--- src/rtc_pkg.sv ---
// Shared constants and carrier types for the real time clock divider chain
package rtc_pkg;
    localparam int unsigned RTC_PRE_W = 16;
    localparam int unsigned RTC_S0_W = 10;
    localparam int unsigned RTC_S1_W = 6;
    localparam int unsigned RTC_S2_W = 6;
    localparam int unsigned RTC_S3_W = 10;
    localparam int unsigned RTC_CNT_W = 32;
    localparam int unsigned RTC_HALF_W = 16;
    localparam int unsigned RTC_DIV32_W = 5;
    localparam int unsigned RTC_DIV8_W = 3;
    localparam int unsigned RTC_NREQ = 6;
    localparam int unsigned RTC_NPIN = 2;
    // Request vector bit positions
    localparam int unsigned RTC_REQ_PRE = 0;
    localparam int unsigned RTC_REQ_S0 = 1;
    localparam int unsigned RTC_REQ_S1 = 2;
    localparam int unsigned RTC_REQ_S2 = 3;
    localparam int unsigned RTC_REQ_S3 = 4;
    localparam int unsigned RTC_REQ_ALARM = 5;
    // Values after power reset
    localparam logic [RTC_DIV32_W-1:0] RTC_DIV32_RST = 5'h00;
    localparam logic [RTC_DIV8_W-1:0] RTC_DIV8_RST = 3'h0;
    localparam logic [RTC_NREQ-1:0] RTC_REQ_RST = 6'h00;
    localparam logic [RTC_NPIN-1:0] RTC_PIN_RST = 2'h0;
    localparam logic [RTC_HALF_W-1:0] RTC_HALF_RST = 16'h0000;

    typedef enum logic [1:0] {
        RTC_SRC_INT0 = 2'b00,
        RTC_SRC_INT1 = 2'b01,
        RTC_SRC_PIN0 = 2'b10,
        RTC_SRC_PIN1 = 2'b11
    } rtc_src_e;

    typedef struct packed {
        rtc_src_e src_sel;
        logic div32_on;
        logic div8_on;
        logic [RTC_PRE_W-1:0] pre_reload;
        logic [RTC_S0_W-1:0] s0_reload;
        logic [RTC_S1_W-1:0] s1_reload;
        logic [RTC_S2_W-1:0] s2_reload;
        logic [RTC_S3_W-1:0] s3_reload;
        logic [RTC_NREQ-1:0] irq_en;
        logic [RTC_CNT_W-1:0] alarm_value;
    } rtc_cfg_s;

    typedef struct packed {
        logic wr_pre;
        logic wr_low;
        logic wr_high;
        logic [RTC_HALF_W-1:0] wdata;
    } rtc_wr_s;
endpackage

--- src/rtc_chain.sv ---
// Real time clock: clock select, prescalers, prescale timer, 32-bit count
`timescale 1ns/1ps
module rtc_chain
    import rtc_pkg::*;
(
    input wire logic clk_sys,
    input wire logic sys_rst,
    input wire logic clk_en,
    input wire logic int_tick0,
    input wire logic int_tick1,
    input wire logic [rtc_pkg::RTC_NPIN-1:0] clk_pin,
    input wire rtc_pkg::rtc_cfg_s cfg,
    input wire rtc_pkg::rtc_wr_s wr,
    output logic [rtc_pkg::RTC_PRE_W-1:0] prescale_timer,
    output logic [rtc_pkg::RTC_HALF_W-1:0] count_high_word,
    output logic [rtc_pkg::RTC_HALF_W-1:0] count_low_word,
    output logic [rtc_pkg::RTC_NREQ-1:0] stage_req_q,
    output logic irq_q
);
    import rtc_pkg::*;

    logic [RTC_NPIN-1:0] pin_s1_q;
    logic [RTC_NPIN-1:0] pin_s2_q;
    logic [RTC_NPIN-1:0] pin_s3_q;
    logic [RTC_NPIN-1:0] pin_rise;
    logic src_tick;
    logic [RTC_DIV32_W-1:0] div32_q;
    logic [RTC_DIV8_W-1:0] div8_q;
    logic div32_tick;
    logic div8_tick;
    logic [RTC_S0_W-1:0] s0_q;
    logic [RTC_S1_W-1:0] s1_q;
    logic [RTC_S2_W-1:0] s2_q;
    logic [RTC_S3_W-1:0] s3_q;
    logic pre_ovf;
    logic s0_ovf;
    logic s1_ovf;
    logic s2_ovf;
    logic s3_ovf;
    logic [RTC_CNT_W-1:0] count_all;
    logic [RTC_CNT_W-1:0] wr_word;
    logic alarm_hit;
    logic [RTC_S0_W-1:0] s0_nx;
    logic [RTC_S1_W-1:0] s1_nx;
    logic [RTC_S2_W-1:0] s2_nx;
    logic [RTC_S3_W-1:0] s3_nx;
    logic [RTC_NREQ-1:0] req_now;

    // Two-flop synchronisers and a third flop for edge detection
    genvar gi;
    generate
        for (gi = 0; gi < RTC_NPIN; gi++) begin : g_pin
            always_ff @(posedge clk_sys) begin
                if (sys_rst) begin
                    pin_s1_q[gi] <= 1'b0;
                    pin_s2_q[gi] <= 1'b0;
                    pin_s3_q[gi] <= 1'b0;
                end else if (clk_en) begin
                    pin_s1_q[gi] <= clk_pin[gi];
                    pin_s2_q[gi] <= pin_s1_q[gi];
                    pin_s3_q[gi] <= pin_s2_q[gi];
                end
            end
            assign pin_rise[gi] = pin_s2_q[gi] & ~pin_s3_q[gi];
        end
    endgenerate

    // Counting source select
    assign src_tick = (cfg.src_sel == RTC_SRC_INT0) ? int_tick0 :
                      (cfg.src_sel == RTC_SRC_INT1) ? int_tick1 :
                      (cfg.src_sel == RTC_SRC_PIN0) ? pin_rise[0] : pin_rise[1];

    // Fixed prescalers, each bypassed when switched off
    assign div32_tick = cfg.div32_on ? (src_tick & (&div32_q)) : src_tick;
    assign div8_tick = cfg.div8_on ? (div32_tick & (&div8_q)) : div32_tick;

    always_ff @(posedge clk_sys) begin
        if (sys_rst) begin
            div32_q <= RTC_DIV32_RST;
        end else if (clk_en && cfg.div32_on && src_tick) begin
            div32_q <= div32_q + 5'h01;
        end
    end

    always_ff @(posedge clk_sys) begin
        if (sys_rst) begin
            div8_q <= RTC_DIV8_RST;
        end else if (clk_en && cfg.div8_on && div32_tick) begin
            div8_q <= div8_q + 3'h1;
        end
    end

    // Write word for the count halves
    assign wr_word = {wr.wdata, wr.wdata};

    // Serial chain: prescale timer, then four sub-timers
    rtc_stage #(.W(RTC_PRE_W)) u_pre (
        .clk_sys(clk_sys),
        .sys_rst(sys_rst),
        .clk_en(clk_en),
        .tick_in(div8_tick),
        .reload(cfg.pre_reload),
        .wr(wr.wr_pre),
        .wdata(wr.wdata),
        .cnt_q(prescale_timer),
        .ovf(pre_ovf)
    );

    rtc_stage #(.W(RTC_S0_W)) u_s0 (
        .clk_sys(clk_sys),
        .sys_rst(sys_rst),
        .clk_en(clk_en),
        .tick_in(pre_ovf),
        .reload(cfg.s0_reload),
        .wr(wr.wr_low),
        .wdata(wr_word[9:0]),
        .cnt_q(s0_q),
        .ovf(s0_ovf)
    );

    rtc_stage #(.W(RTC_S1_W)) u_s1 (
        .clk_sys(clk_sys),
        .sys_rst(sys_rst),
        .clk_en(clk_en),
        .tick_in(s0_ovf),
        .reload(cfg.s1_reload),
        .wr(wr.wr_low),
        .wdata(wr_word[15:10]),
        .cnt_q(s1_q),
        .ovf(s1_ovf)
    );

    rtc_stage #(.W(RTC_S2_W)) u_s2 (
        .clk_sys(clk_sys),
        .sys_rst(sys_rst),
        .clk_en(clk_en),
        .tick_in(s1_ovf),
        .reload(cfg.s2_reload),
        .wr(wr.wr_high),
        .wdata(wr_word[21:16]),
        .cnt_q(s2_q),
        .ovf(s2_ovf)
    );

    rtc_stage #(.W(RTC_S3_W)) u_s3 (
        .clk_sys(clk_sys),
        .sys_rst(sys_rst),
        .clk_en(clk_en),
        .tick_in(s2_ovf),
        .reload(cfg.s3_reload),
        .wr(wr.wr_high),
        .wdata(wr_word[31:22]),
        .cnt_q(s3_q),
        .ovf(s3_ovf)
    );

    // Count halves as seen by software; 48 bits with the prescale timer
    assign count_all = {s3_q, s2_q, s1_q, s0_q};
    assign count_high_word = count_all[31:16];
    assign count_low_word = count_all[15:0];

    // Value the count takes at this tick; reloaded stages do not wrap to zero
    assign s0_nx = s0_ovf ? cfg.s0_reload : s0_q + 10'h001;
    assign s1_nx = s1_ovf ? cfg.s1_reload : s1_q + {5'h00, s0_ovf};
    assign s2_nx = s2_ovf ? cfg.s2_reload : s2_q + {5'h00, s1_ovf};
    assign s3_nx = s3_ovf ? cfg.s3_reload : s3_q + {9'h000, s2_ovf};

    // Alarm fires when the count steps onto the programmed value
    assign alarm_hit = pre_ovf && ({s3_nx, s2_nx, s1_nx, s0_nx} == cfg.alarm_value);

    // Per-stage requests and the merged line
    assign req_now = {alarm_hit, s3_ovf, s2_ovf, s1_ovf, s0_ovf, pre_ovf};

    always_ff @(posedge clk_sys) begin
        if (sys_rst) begin
            stage_req_q <= RTC_REQ_RST;
            irq_q <= 1'b0;
        end else if (clk_en) begin
            stage_req_q <= req_now;
            irq_q <= |(req_now & cfg.irq_en);
        end
    end
endmodule

--- src/rtc_stage.sv ---
// One reloadable up-counting stage of the divider chain
`timescale 1ns/1ps
module rtc_stage #(
    parameter int unsigned W = 10
) (
    input wire logic clk_sys,
    input wire logic sys_rst,
    input wire logic clk_en,
    input wire logic tick_in,
    input wire logic [W-1:0] reload,
    input wire logic wr,
    input wire logic [W-1:0] wdata,
    output logic [W-1:0] cnt_q,
    output logic ovf
);
    logic [W-1:0] cnt_d;
    logic at_top;

    // Overflow is the tick onward and the request, same cycle
    assign at_top = &cnt_q;
    assign ovf = tick_in & at_top;
    assign cnt_d = wr ? wdata : (ovf ? reload : cnt_q + {{(W-1){1'b0}}, 1'b1});

    // Counts up only, reloads on overflow, write takes priority
    always_ff @(posedge clk_sys) begin
        if (sys_rst) begin
            cnt_q <= '0;
        end else if (clk_en && (wr || tick_in)) begin
            cnt_q <= cnt_d;
        end
    end
endmodule

--- config.mk ---
export PLATFORM = sky130hd
export DESIGN_NAME = rtc_chain
export DESIGN_NICKNAME = d
export VERILOG_FILES = /design/src/rtc_pkg.sv /design/src/rtc_chain.sv /design/src/rtc_stage.sv
export SDC_FILE = /design/constraint.sdc
export NUM_CORES = 1
export LEC_CHECK = 0
export ABC_AREA = 1
export BUFFER_PORTS_ARGS = -buffer_cell sky130_fd_sc_hd__buf_2
export CORE_AREA = 4 4 121 100
export DETAILED_ROUTE_END_ITERATION = 12
export DIE_AREA = 0 0 125 104
export PLACE_DENSITY = 0.85
export SLEW_MARGIN = 20
export SYNTH_ARGS = -nofsm -noshare
export SYNTH_HDL_FRONTEND = slang
export SYNTH_SLANG_ARGS = --single-unit
--- constraint.sdc ---
create_clock -name clk_sys -period 4.8 [get_ports clk_sys]
set_clock_uncertainty 0.15 [all_clocks]
set_input_delay 0.24 -clock clk_sys [delete_from_list [all_inputs] [get_ports clk_sys]]
set_output_delay 0.24 -clock clk_sys [all_outputs]
set_load 0.02 [all_outputs]
==> flow_summary_export.csv <==
group,metric,value,unit
power_and_ir_drop,clkPwrFrac,0.406,
detailed_routing,dr.first_iter.drc_count,776,
timing,drv_slew,0,
grt,top_usage_layer,"met2",
synthesis,synth_cell_types,44,
die,die-area,13000,um^2
hold_path,min_to,"irq_q",
die,floorplan.initialDensity,0.522,
clocking,cts_made_buffers,9,
synthesis,ys_warn_count,0,
finish,fillers,1004,
critical_path,crit_type,"reg2reg",
power_and_ir_drop,pwr-share-seq,0.384,
die,rows,34,
hold_path,min_path_type,"in2reg",
die,die_h,104,um
detailed_routing,vias,6847,
grt,grt_pass1_vias,6213,
placed_design,routabilityCongestion,0.980,
status,status,"complete, no violations",
synthesis,syn_inst,905,
detailed_routing,dr.pass1.iters,8,
synthesis,synthFlopType,"dfxtp_1",
clocking,cts_resized,0,
finish,num_antenna_cells,0,
critical_path,crit_fanout,7,
synthesis,synth_compound_area_frac,0.181,
finish,layout-drive-gt1-share,0.210,
power_and_ir_drop,power.internal,1.17,mW
grt,grt_pass1_wl,31500,um
grt,grt_use_total,0.294,
clocking,clock_latency,0.34,ns
finish,regArea,1380,um^2
critical_path,r2r_slack,0.60,ns
grt,use_met2,0.437,
hold_path,whs_path_depth,3,
run,drv_cap,0,
detailed_routing,viasPerCell,5.69,
timing,min_period,4.20,ns
clocking,cts.sinks,69,
critical_path,reg2reg_from,"div32_q[1]",
synthesis,synth-seq-area-share,0.245,
critical_path,crit_required,4.92,ns
clocking,cts_tree,"yes",
grt,antenna_found_initial,0,
detailed_routing,routed_wl,19800,um
power_and_ir_drop,switchingPower,0.532,mW
timing,maxSlewHeadroom,0.512,
synthesis,ys_seq_elements,69,
critical_path,worstPathArrival,4.32,ns
clocking,htreeDepth,3,
die,core,10800,um^2
power_and_ir_drop,p_comb_frac,0.210,
timing,rsz0062_at_grt,"false",
placed_design,dp_slack,0.745,ns
placed_design,dp_hpwl,15200,um
critical_path,r2r-end,"irq_q",
grt,met1_usage,0.410,
power_and_ir_drop,pwr_density_cell,248,nW/um^2
timing,timing.hold.ws,0.0495,ns
grt,use_met3,0.0765,
timing,timing.setup.tns,0,ns
synthesis,synth_xor_area_frac,0.0746,
power_and_ir_drop,ir_drop,0.173,mV
power_and_ir_drop,power_leakage,3.43,nW
clocking,cts.reportedPaths.clkPinSlew,0.06,ns
clocking,clock-root-buffer,"clkbuf_16",
synthesis,async_reset_ff_frac,0,
die,die_x,125,um
synthesis,synth_top_family_by_area,"simple AND/OR/NAND/NOR gates",
synthesis,synth-simple-area-share,0.374,
timing,hold_violations,0,
timing,worst_pin_slew,0.725,ns
synthesis,synth_nets,1037,
clocking,cts_buffer_depth,2,
die,pin_count,171,
finish,multiInputGateArea,3750,um^2
placed_design,io_buffer_count,170,
synthesis,synthAdderAreaFrac,0.0355,
hold_path,worstHoldStart,"cfg[37]",
detailed_routing,drtAntennaViolNets,0,
critical_path,cp-end-kind,"flop",
finish,synthToLayoutAreaGrowth,21.7,%
finish,finalNetCount,1188,
detailed_routing,wl_per_cell,16.5,um
synthesis,syn_area,5640,um^2
grt,overflow,0,
timing,fmax,238,MHz
critical_path,critPathLaunchType,"flop",
synthesis,synthMuxAreaShare,0,
critical_path,r2r_cells,26,
timing,worst_slack,0.597,ns
grt,grt_max_degree,46,
synthesis,synth_edf_count,0,
power_and_ir_drop,swShare,0.312,
synthesis,synth_area_per_cell,6.23,um^2
timing,timing.final.crit_share,0.876,
timing,setup_viol,0,
detailed_routing,drc,0,
## power groups by stage
stage	combinational (mW)	sequential, mW	clock (mW)
floorplan	0.189	0.682	0
global placement	0.344	0.664	0
detailed placement	0.348	0.664	0
CTS	0.352	0.652	0.693
global route	0.396	0.659	0.721
finish	0.358	0.655	0.693
## metal layers
layer	wire length (um)	up-vias
met5	0	-
met4	677	0
met1	8200	3007
li1	-	3310
met3	2510	73
met2	8460	457
## metrics by stage
stage / total power [mW] / cell area [um^2] / utilization / std cells
after global placement: 1.01 / 6540 / 0.605 / 1187
final: 1.70 / 6870 / 0.635 / 1204
after detailed placement: 1.01 / 6540 / 0.605 / 1187
after floorplan: 0.870 / 5640 / - / 905
after global routing: 1.78 / 6870 / 0.635 / 1204
after CTS: 1.70 / 6870 / 0.635 / 1204
## timing repair
item                      4_1_cts  5_1_grt
buffers inserted                0        0
hold buffers                    2        0
hold endpoints to repair        2        0
## cells by family (layout without fill, tap and decap cells)
logic type,count (synthesis),after routing
and+or+nand+nor,458,458
AOI/OAI and AO/OA,187,187
buffers and inverters,127,282
DFF,69,69
xor gates and xnor gates,48,48
adders and majority gates,16,16
## synthesized netlist by cell type (11+ instances only)
master | n | area share
xnor2_1 | 13 | 0.020
nor3_1 | 12 | 0.011
inv_1 | 83 | 0.055
nand4_1 | 11 | 0.012
clkbuf_1 | 24 | 0.016
dfxtp_1 | 69 | 0.24
o21ai_0 | 75 | 0.067
nor2_1 | 59 | 0.039
a21oi_1 | 74 | 0.066
nand2_1 | 250 | 0.17
o211ai_1 | 12 | 0.016
a31oi_1 | 12 | 0.013
xor2_1 | 35 | 0.054
ha_1 | 16 | 0.035
nand3_1 | 83 | 0.074
## how the worst max path moves through the flow
stage,from,end,slack [ns],cells past startpoint
after CTS,div32_q[0],irq_q,0.69,26
after global placement,div32_q[0],irq_q,0.92,26
after detailed placement,div32_q[1],irq_q,0.74,26
after global routing,div32_q[0],irq_q,0.33,26
after floorplan,u_pre.cnt_q[0],irq_q,1.22,22
final,div32_q[1],irq_q,0.60,26
## registers in the layout (all words and copies together) (netlist names)
name / flops
pin_s2_q: 2
u_s1.cnt_q: 6
u_s2.cnt_q: 6
pin_s1_q: 2
u_s3.cnt_q: 10
u_s0.cnt_q: 10
u_pre.cnt_q: 16
div8_q: 3
div32_q: 5
pin_s3_q: 2
stage_req_q: 6
irq_q: 1
## worst max-delay path: stages (launching register included)
cell and delay (ns):
dfxtp_1 0.36, ha_1 0.16, inv_1 0.06, nor3_1 0.17
ha_1 0.19, inv_1 0.04, nand2_1 0.07, o21ai_1 0.06
inv_1 0.09, nand3_2 0.19, nor2_1 0.12, and2_1 0.33
nand2_1 0.17, nor3_1 0.33, ha_1 0.24, ha_1 0.22
nand3_1 0.13, nor2_1 0.15, xor2_1 0.19, nand2_2 0.08
nand3_1 0.07, nand2_1 0.06, nor2_1 0.10, nand2_1 0.10
nor2_2 0.13, nand3_1 0.07, a21oi_1 0.11
## placed cells by master (no fill, tap or decap), drive strengths merged, types with 4 or more instances in the layout
master | synthesis | layout
nand3b | 10 | 10
clkbuf | 24 | 11
nor2 | 66 | 66
nor3 | 17 | 17
xnor2 | 13 | 13
clkinv | 5 | 6
o21ai | 78 | 78
nand2 | 257 | 257
o211ai | 12 | 12
buf | 13 | 175
a31oi | 12 | 12
xor2 | 35 | 35
a221oi | 4 | 4
nand4 | 12 | 12
ha | 16 | 16
dfxtp | 69 | 69
inv | 85 | 86
nand3 | 91 | 91
a21oi | 74 | 74
## layout make-up
cell class              instances  share of cell area
clock buffers                  11              0.0368
clock inverters                 4             0.00802
inverters                      90              0.0492
repair buffers                177               0.132
multi-input cells             709               0.546
well taps                     144              0.0262
flip-flops and latches         69               0.201
Power figures use the tool's default switching activity.
